File: src/logic/eeprom_bus_filter.sv
// Shared constants and types for the two-wire bus condition block, plus the input glitch filter.
package eeprom_bus_pkg;
    localparam int CLK_PERIOD_NS = 8;
    localparam int GLITCH_REJECT_WIDTH_NS = 50;
    // A spike this wide covers at most this many samples; one more is needed to pass.
    localparam int GLITCH_CYCLES = (GLITCH_REJECT_WIDTH_NS + CLK_PERIOD_NS - 1) / CLK_PERIOD_NS;
    localparam int FILTER_STABLE_CYCLES = GLITCH_CYCLES + 1;
    localparam int CLOCK_TO_OUTPUT_DELAY_NS = 300;
    localparam int HOLD_CYCLES = (CLOCK_TO_OUTPUT_DELAY_NS + CLK_PERIOD_NS - 1) / CLK_PERIOD_NS;
    localparam int WRITE_CYCLE_MS = 5;
    localparam int PAGE_BYTES = 8;
    localparam int MAX_PAGES = 8;
    // Longest time, so rounded down.
    localparam int WRITE_CYCLES_PER_PAGE = WRITE_CYCLE_MS * 1000000 / CLK_PERIOD_NS;
    localparam logic LINE_RESET = 1'b1;

    typedef struct packed {
        logic [7:0] data;
        logic valid;
    } rx_byte_s;

    typedef enum logic [2:0] {
        ST_IDLE,
        ST_RX,
        ST_ACK,
        ST_TX,
        ST_TX_ACK,
        ST_IGNORE
    } bus_state_e;
endpackage : eeprom_bus_pkg

`timescale 1ns/1ns
module eeprom_bus_filter #(
    parameter int STABLE_CYCLES = eeprom_bus_pkg::FILTER_STABLE_CYCLES
) (
    input wire logic clock,
    input wire logic nrst,
    input wire logic line_in,
    output logic line_out
);
    typedef struct packed {
        logic meta;
        logic sync;
        logic [7:0] cnt;
        logic level;
    } filt_s;

    filt_s s_q;
    filt_s s_d;

    // The run counter is eight bits wide, so longer filters cannot be served.
    if (STABLE_CYCLES < 1 || STABLE_CYCLES > 255) begin : g_bad_stable
        $error("eeprom_bus_filter: STABLE_CYCLES out of range");
    end

    // The level moves only after the synchronised input has differed for STABLE_CYCLES samples.
    always_comb begin
        s_d = s_q;
        s_d.meta = line_in;
        s_d.sync = s_q.meta;
        if (s_q.sync == s_q.level) begin
            s_d.cnt = '0;
        end else if (s_q.cnt == 8'(STABLE_CYCLES - 1)) begin
            s_d.level = s_q.sync;
            s_d.cnt = '0;
        end else begin
            s_d.cnt = s_q.cnt + 8'h01;
        end
    end

    always_ff @(posedge clock or negedge nrst) begin
        if (!nrst) begin
            s_q <= '{meta: eeprom_bus_pkg::LINE_RESET, sync: eeprom_bus_pkg::LINE_RESET,
                     cnt: 8'h00, level: eeprom_bus_pkg::LINE_RESET};
        end else begin
            s_q <= s_d;
        end
    end

    assign line_out = s_q.level;
endmodule : eeprom_bus_filter

File: src/logic/eeprom_bus_cond.sv
// Bus condition, bit, acknowledge and write-cycle timing logic of the serial EEPROM slave.
`timescale 1ns/1ns
module eeprom_bus_cond #(
    parameter int WR_CYCLES_PER_PAGE = eeprom_bus_pkg::WRITE_CYCLES_PER_PAGE
) (
    input wire logic clock,
    input wire logic nrst,
    input wire logic scl_in,
    input wire logic sda_in,
    output logic sda_out,
    output logic sda_oe_n,
    input wire logic ack_en,
    input wire logic tx_en,
    input wire logic [7:0] tx_data,
    input wire logic [3:0] wr_pages,
    output eeprom_bus_pkg::rx_byte_s rx_byte,
    output logic tx_load,
    output logic start_seen,
    output logic stop_seen,
    output logic bus_idle,
    output logic wr_busy
);
    // ************************************************************
    // State
    // ************************************************************
    typedef struct packed {
        eeprom_bus_pkg::bus_state_e st;
        logic scl_p;
        logic sda_p;
        logic [3:0] bit_cnt;
        logic [7:0] shreg;
        logic [5:0] hold_cnt;
        logic hold_run;
        logic pend_oe_n;
        logic oe_n;
        logic acked;
        logic m_ack;
        eeprom_bus_pkg::rx_byte_s rx;
        logic tx_load;
        logic start;
        logic stop;
        logic idle;
        logic busy;
        logic [3:0] page_left;
        logic [23:0] cyc_cnt;
    } state_s;

    state_s s_q;
    state_s s_d;
    logic scl;
    logic sda;
    logic scl_rise;
    logic scl_fall;
    logic start_ev;
    logic stop_ev;

    // The write timer is 24 bits wide and needs at least two cycles per page.
    if (WR_CYCLES_PER_PAGE < 2 || WR_CYCLES_PER_PAGE > 16777215) begin : g_bad_wr_cycles
        $error("eeprom_bus_cond: WR_CYCLES_PER_PAGE out of range");
    end

    eeprom_bus_filter u_scl_filt (
        .clock(clock),
        .nrst(nrst),
        .line_in(scl_in),
        .line_out(scl)
    );

    eeprom_bus_filter u_sda_filt (
        .clock(clock),
        .nrst(nrst),
        .line_in(sda_in),
        .line_out(sda)
    );

    // ************************************************************
    // Edge and condition detection on filtered levels
    // ************************************************************
    assign scl_rise = scl && !s_q.scl_p;
    assign scl_fall = !scl && s_q.scl_p;
    assign start_ev = scl && s_q.scl_p && s_q.sda_p && !sda;
    assign stop_ev = scl && s_q.scl_p && !s_q.sda_p && sda;

    // Every change of the driven line except the release on START or STOP waits out the hold delay after the clock fell, so the
    // master never sees our edge inside its own falling edge and reads it as a condition.
    function automatic state_s sched(input state_s x, input logic drive_high);
        state_s y;
        y = x;
        y.pend_oe_n = drive_high;
        y.hold_cnt = 6'(eeprom_bus_pkg::HOLD_CYCLES);
        y.hold_run = 1'b1;
        return y;
    endfunction : sched

    // Load the next byte to send; its MSB goes out after the hold delay.
    function automatic state_s load_tx(input state_s x, input logic [7:0] d);
        state_s y;
        y = sched(x, d[7]);
        y.shreg = {d[6:0], 1'b0};
        y.bit_cnt = 4'h1;
        y.tx_load = 1'b1;
        y.st = eeprom_bus_pkg::ST_TX;
        return y;
    endfunction : load_tx

    // ************************************************************
    // Next state
    // ************************************************************
    always_comb begin
        s_d = s_q;
        s_d.scl_p = scl;
        s_d.sda_p = sda;
        s_d.rx.valid = 1'b0;
        s_d.tx_load = 1'b0;
        s_d.start = start_ev;
        s_d.stop = stop_ev;
        s_d.idle = scl && sda;

        if (s_q.hold_run) begin
            if (s_q.hold_cnt == 6'h01) begin
                s_d.oe_n = s_q.pend_oe_n;
                s_d.hold_run = 1'b0;
            end else begin
                s_d.hold_cnt = s_q.hold_cnt - 6'h01;
            end
        end

        // Self-timed write: one page period per loaded page.
        if (s_q.busy) begin
            if (s_q.cyc_cnt == 24'h000001) begin
                if (s_q.page_left == 4'h1) begin
                    s_d.busy = 1'b0;
                end else begin
                    s_d.page_left = s_q.page_left - 4'h1;
                    s_d.cyc_cnt = 24'(WR_CYCLES_PER_PAGE);
                end
            end else begin
                s_d.cyc_cnt = s_q.cyc_cnt - 24'h000001;
            end
        end

        if (start_ev) begin
            // A START abandons whatever byte was in flight.
            s_d.st = eeprom_bus_pkg::ST_RX;
            s_d.bit_cnt = 4'h0;
            s_d.oe_n = 1'b1;
            s_d.hold_run = 1'b0;
        end else if (stop_ev) begin
            s_d.st = eeprom_bus_pkg::ST_IDLE;
            s_d.oe_n = 1'b1;
            s_d.hold_run = 1'b0;
            if (!s_q.busy && wr_pages != 4'h0 && wr_pages <= 4'(eeprom_bus_pkg::MAX_PAGES)) begin
                s_d.busy = 1'b1;
                s_d.page_left = wr_pages;
                s_d.cyc_cnt = 24'(WR_CYCLES_PER_PAGE);
            end
        end else begin
            unique case (s_q.st)
                eeprom_bus_pkg::ST_IDLE, eeprom_bus_pkg::ST_IGNORE: begin
                end
                eeprom_bus_pkg::ST_RX: begin
                    if (scl_rise) begin
                        s_d.shreg = {s_q.shreg[6:0], sda};
                        s_d.bit_cnt = s_q.bit_cnt + 4'h1;
                        if (s_q.bit_cnt == 4'h7) begin
                            s_d.rx.data = {s_q.shreg[6:0], sda};
                            s_d.rx.valid = 1'b1;
                        end
                    end else if (scl_fall && s_q.bit_cnt == 4'h8) begin
                        s_d.acked = ack_en && !s_q.busy;
                        s_d = sched(s_d, !(ack_en && !s_q.busy));
                        s_d.st = eeprom_bus_pkg::ST_ACK;
                        s_d.bit_cnt = 4'h0;
                    end
                end
                eeprom_bus_pkg::ST_ACK: begin
                    if (scl_fall) begin
                        if (!s_q.acked) begin
                            s_d = sched(s_d, 1'b1);
                            s_d.st = eeprom_bus_pkg::ST_IGNORE;
                        end else if (tx_en) begin
                            s_d = load_tx(s_d, tx_data);
                        end else begin
                            s_d = sched(s_d, 1'b1);
                            s_d.st = eeprom_bus_pkg::ST_RX;
                        end
                    end
                end
                eeprom_bus_pkg::ST_TX: begin
                    if (scl_fall) begin
                        if (s_q.bit_cnt == 4'h8) begin
                            s_d = sched(s_d, 1'b1);
                            s_d.st = eeprom_bus_pkg::ST_TX_ACK;
                        end else begin
                            s_d = sched(s_d, s_q.shreg[7]);
                            s_d.shreg = {s_q.shreg[6:0], 1'b0};
                            s_d.bit_cnt = s_q.bit_cnt + 4'h1;
                        end
                    end
                end
                eeprom_bus_pkg::ST_TX_ACK: begin
                    if (scl_rise) begin
                        s_d.m_ack = !sda;
                    end else if (scl_fall) begin
                        if (s_q.m_ack) begin
                            s_d = load_tx(s_d, tx_data);
                        end else begin
                            // No acknowledge from the master: leave the line high for its STOP.
                            s_d.st = eeprom_bus_pkg::ST_IGNORE;
                        end
                    end
                end
            endcase
        end
    end

    always_ff @(posedge clock or negedge nrst) begin
        if (!nrst) begin
            s_q <= '{st: eeprom_bus_pkg::ST_IDLE, scl_p: 1'b1, sda_p: 1'b1, bit_cnt: 4'h0,
                     shreg: 8'h00, hold_cnt: 6'h00, hold_run: 1'b0, pend_oe_n: 1'b1, oe_n: 1'b1,
                     acked: 1'b0, m_ack: 1'b0, rx: '0, tx_load: 1'b0, start: 1'b0, stop: 1'b0,
                     idle: 1'b1, busy: 1'b0, page_left: 4'h0, cyc_cnt: 24'h000000};
        end else begin
            s_q <= s_d;
        end
    end

    // ************************************************************
    // Outputs
    // ************************************************************
    // Open drain: the level is low whenever the enable is active; while released it is don't-care,
    // so it simply follows the enable register.
    assign sda_out = s_q.oe_n;
    assign sda_oe_n = s_q.oe_n;
    assign rx_byte = s_q.rx;
    assign tx_load = s_q.tx_load;
    assign start_seen = s_q.start;
    assign stop_seen = s_q.stop;
    assign bus_idle = s_q.idle;
    assign wr_busy = s_q.busy;
endmodule : eeprom_bus_cond

File: config.mk
export PLATFORM = sky130hd
export DESIGN_NAME = eeprom_bus_cond
export DESIGN_NICKNAME = d
export VERILOG_FILES = /design/src/logic/eeprom_bus_filter.sv /design/src/logic/eeprom_bus_cond.sv
export SDC_FILE = /design/constraint.sdc
export NUM_CORES = 1
export LEC_CHECK = 0
export ABC_AREA = 0
export BUFFER_PORTS_ARGS = -buffer_cell sky130_fd_sc_hd__buf_2
export CAP_MARGIN = 15
export CORE_MARGIN = 3
export CORE_UTILIZATION = 55
export CTS_CLUSTER_DIAMETER = 50
export DETAILED_ROUTE_END_ITERATION = 10
export HOLD_SLACK_MARGIN = 0.03
export PLACE_DENSITY = 0.77
export SYNTH_ARGS = -nofsm -noshare
export SYNTH_HDL_FRONTEND = slang
export SYNTH_SLANG_ARGS = --single-unit
export TNS_END_PERCENT = 30
File: constraint.sdc
create_clock -name clock -period 2.52 [get_ports clock]
set_input_delay 0 -clock clock [delete_from_list [all_inputs] [get_ports clock]]
set_output_delay 0 -clock clock [all_outputs]
set_load 0.01 [all_outputs]
* After elaboration in Yosys (flattened, before gate mapping) *
Cells that the tools add are included.

storage, ports and cells
  input bits = 18
  logic and storage cells = 164
  RAM bits = 0
  memories = 0
  ROM bits = 0
  register bits after elaboration = 92
  output and inout port bits = 16
  latch bits = 0

cells by class
  muxes and demuxes = 47
  shift-type cells = 0
  magnitude comparators = 1
  multiply operators = 0
  bitwise gates (word level) = 8
  add/subtract/negate cells = 6
  div/mod/pow operators = 0
  equal/unequal tests = 41
  reductions and logical operators = 33

operators by type and width
  kind                   number
  $mux 70                6
  $pmux 70 s4            1
  $mux 29                3
  $mux 69                1
  $mux 65                1
  $mux 42                1
  $mux 34                1
  $mux 33                1
  $mux 8                 4
  $ne 4x4->1 const B     8
  $mux 28                1
  $mux 27                1
  $eq 24x1->1 const B    1
  $mux 24                1
  $ne 2x2->1 const B     12
  $ne 3x3->1 const B     8
  $reduce_and 8->1       3
  $sub 24x1->24 const B  1
  $mux 20                1
  $mux 9                 2
  $add 8x1->8 const B    2
  $eq 8x3->1 const B     2
  $mux 5                 3
  $logic_and 1x1->1      12
  other kinds (31)       59

* Longest topological paths before layout *
  word-level depth = 10
  mapped depth = 9
  depth with buffers taken out = 7

* Hierarchy *
From an unflattened synthesis, not the netlist that was laid out.

second synthesis, totals
  cells, all modules = 503
  area total of the unflattened synthesis = 5081.1 um^2

by module, submodules not included
  module             seq. area each (um^2)  cells an instance  area an instance (um^2)  times used
  eeprom_bus_cond    1757.9                 417                4057.6                   1
  eeprom_bus_filter  279.0                  43                 511.7                    2

* Worst setup path before layout *
OpenSTA, ideal clock, no wires.

  path type = register to register
  start = reg s_q[8] (netlist name)
  end = reg s_q[16] (netlist name)
  setup time = 0.121 ns
  path buffers = 3
  cell stages (with the launch flop) = 9
  setup slack = 0.045 ns
  period minus slack after synthesis = 2.475 ns
  arrival time = 2.354 ns
  required time = 2.399 ns
  path through = dfrtp_1 buf_6 or4_4 or4_1 buf_2 o31a_1 or2_0 buf_2 o22a_1

RTL lines
  what                    line                    source
  start, declared         eeprom_bus_cond.sv:48   state_s s_q;
  start signal, assigned  eeprom_bus_cond.sv:219  s_q <= '{st: eeprom_bus_pkg::ST_IDLE, scl_p: 1'b1, sda_p: 1'b1, bit_cnt: 4'h0,

==> metrics.cfg <==
[global_route]
grt-ovfl-total=0
grt_usage=0.215
grt_max_degree=56
grt_pass1_vias=3675
grt_pass1_wl_um=17400
antenna_found_initial=0

[final_layout]
final_util=0.659
diodes=0
stdcell_area_um2=5520
design.final.nets=554
drive_gt1_frac=0.214
area_growth_pct=14.3

[power_and_ir_drop]
p_int_mw=2.81
p_switching_mw=1.50
p_comb_frac=0.310
swShare=0.348
seqPwrFrac=0.469
power.leakage_nw=2.47
pwr_density_cell_nw_per_um2=781
clkPwrFrac=0.222
ir_drop_v=0.000445
total_power_mw=4.31

[placed_design]
placedInstanceArea_um2=5170
dp_slack_ns=0.0628
portBuffers=33
hpwlAfterDp_um=7140
gp_congestion=0.911

[cts]
clkTransAtPathRegs_ns=0.09
h-tree-depth=3
cts_buffers=9
clk-insertion-delay-late_ns=0.35
clockRootBuffer=clkbuf_8
cts_tree=done
clock_path_buffers=2
cts_sinks=92

[min_path]
hold_path_class=in2reg
hold_path_depth=4
hold_end=s_q[45]
min_from=tx_data[7]

[timing]
period_needed_ns=2.44
min_period_over_period=0.967
final.setup.tns_ns=0
drv_slew=0
fmax_ghz=0.410
clock_skew_ns=0.0119
rsz0062_at_grt=false
final_hold_viol_count=0
setup_viol=0
slew_headroom=0.600
fin_ws_ns=0.0835
tightest_slew_ns=0.594

[critical_path]
r2r_cells=6
cp-end-kind=flop
crit_required_ns=2.75
criticalPathCategory=reg2reg
rrSetupSlack_ns=0.08
startpoint_type=flop
rr_startpoint=s_q[10]
cp_data_arrival_time_ns=2.67
reg2reg_to=s_q[5]
cp_max_fo=5

[logic_synthesis]
ys.flop_type=dfrtp_1
synth.area.top_cells=dfrtp_1, dfstp_2, mux2_2
syn-cell-area_um2=4830
synth-edff-count=0
synth_top_cell_by_area=dfrtp_1
synth_top_area_frac=0.419
async_flop_share=1.00
synth_cell_types=67
synth.net_count=500
seq_area_frac_synth=0.479
synth_seq_cells=92
syn_inst=469
ys_warn_count=0
syn_avg_cell_area_um2=10.3

[drt]
drt_wl_total_um=10100
drtPass1Iterations=4
detail-route-antenna-nets=0
via_per_inst=5.93
vias=3754
drtIter0Drc=234
avgRoutedWirePerCell_um=15.9
drc=0

[die]
row_count=33
die-area_um2=9950
start_util=0.577
pin_count=34
die_w_um=99.7
core_region_area_um2=8380
die_y_um=99.7

[flow_run]
cap_violations=0

[run_status]
outcome=complete, no violations

==> sequential cells by signal, summed over array words and instances, names as in the netlist <==
signal / flops
wr_busy: 1
start_seen: 1
rx_byte: 9
s_q: 55
u_scl_filt.line_out: 1
u_sda_filt.line_out: 1
u_sda_filt.s_d: 1
u_scl_filt.s_d: 1
sda_oe_n: 1
u_scl_filt.s_q: 9
stop_seen: 1
bus_idle: 1
tx_load: 1
u_sda_filt.s_q: 9
==> synth_stat cells, types with 10 or more instances <==
library cell	instances
buf_4	10
clkbuf_1	15
dfrtp_1	81
dfstp_2	11
ha_1	13
inv_1	18
mux2_2	17
nand2_1	23
nand3_1	15
nor2_1	41
nor3_1	11
nor4_1	10
o21ai_0	16
or4_1	14
xnor2_1	11
xor2_1	15
==> metrics by stage <==
| step | hold WS, ns | std cells |
|---|---|---|
| 2_1_floorplan | -0.296 | 469 |
| 5_1_grt | 0.0724 | 633 |
| 3_5_place_dp | 0.00604 | 602 |
| 6_report | 0.0526 | 633 |
| 3_3_place_gp | 0.00969 | 602 |
| 4_1_cts | 0.0414 | 633 |
==> cells by family (layout without fill, tap and decap cells) <==
logic type	after synthesis	after routing	share of synthesized area
AND/OR/NAND/NOR	169	169	0.192
AO/OA/AOI/OAI	96	96	0.143
flip-flops	92	92	0.479
buffers and inverters	47	106	0.0463
XOR/XNOR	26	26	0.0471
multiplexers	26	26	0.0582
adder cells (fa/ha/maj)	13	13	0.0337
==> worst max-delay path, cell delays in order (launching register included) <==
cell     delay, ns
dfrtp_1       0.43
or4_4         0.57
or4_4         0.51
buf_4         0.17
or4_1         0.47
o31ai_1       0.08
o21ai_1       0.08
==> cell usage in the layout, fill, tap and decap left out, types with 11 or more instances in the layout <==
| master | instances |
|---|---|
| dfrtp_1 | 81 |
| nor2_1 | 40 |
| buf_2 | 32 |
| buf_4 | 24 |
| nand2_1 | 23 |
| inv_1 | 18 |
| mux2_2 | 17 |
| o21ai_0 | 16 |
| nand3_1 | 15 |
| xor2_1 | 15 |
| dlygate4sd3_1 | 15 |
| or4_1 | 13 |
| ha_1 | 13 |
| xnor2_1 | 11 |
| nor3_1 | 11 |
| dfstp_2 | 11 |
==> final cells by class <==
cell class / instances / area [um^2]
repair buffers: 72 / 510
multi-input cells: 330 / 2310
flip-flops and latches: 92 / 2320
clock inverters: 4 / 50.0
clock buffers: 12 / 135
well taps: 105 / 131
inverters: 18 / 67.6
fillers: 661 / 2860
==> power by group through the flow <==
| stage | registers (mW) | logic [mW] | clock network (mW) |
|---|---|---|---|
| after global placement | 2.03 | 1.27 | 0 |
| after floorplan | 1.97 | 0.994 | 0 |
| after CTS | 2.02 | 1.33 | 0.973 |
| after detailed placement | 2.04 | 1.31 | 0 |
| after global routing | 2.07 | 1.50 | 1.04 |
| final | 2.02 | 1.34 | 0.956 |
==> layer usage <==
layer / track usage / vias up / wire [um]
met5: 0 / - / 0
met3: 0.0316 / 16 / 440
met1: 0.300 / 1810 / 4760
met2: 0.342 / 113 / 4700
met4: 0.0767 / 0 / 185
li1: - / 1815 / -
==> worst max-delay path by stage <==
stage,start,to,slack [ns],cells after the start
after floorplan,s_q[8],s_q[16],0.04,8
after global placement,s_q[15],s_q[16],0.11,5
after detailed placement,s_q[10],s_q[16],0.06,5
after CTS,s_q[10],s_q[16],0.009,5
after global routing,s_q[0],s_q[14],0.0007,7
final,s_q[10],s_q[5],0.08,6
==> timing repair <==
action,4_1_cts,5_1_grt
endpoints found under the hold margin,51,0
endpoints found under the setup margin,0,10
gates resized for setup,0,5
setup buffers,0,0
hold buffers,15,0
Power figures use the tool's default switching activity.
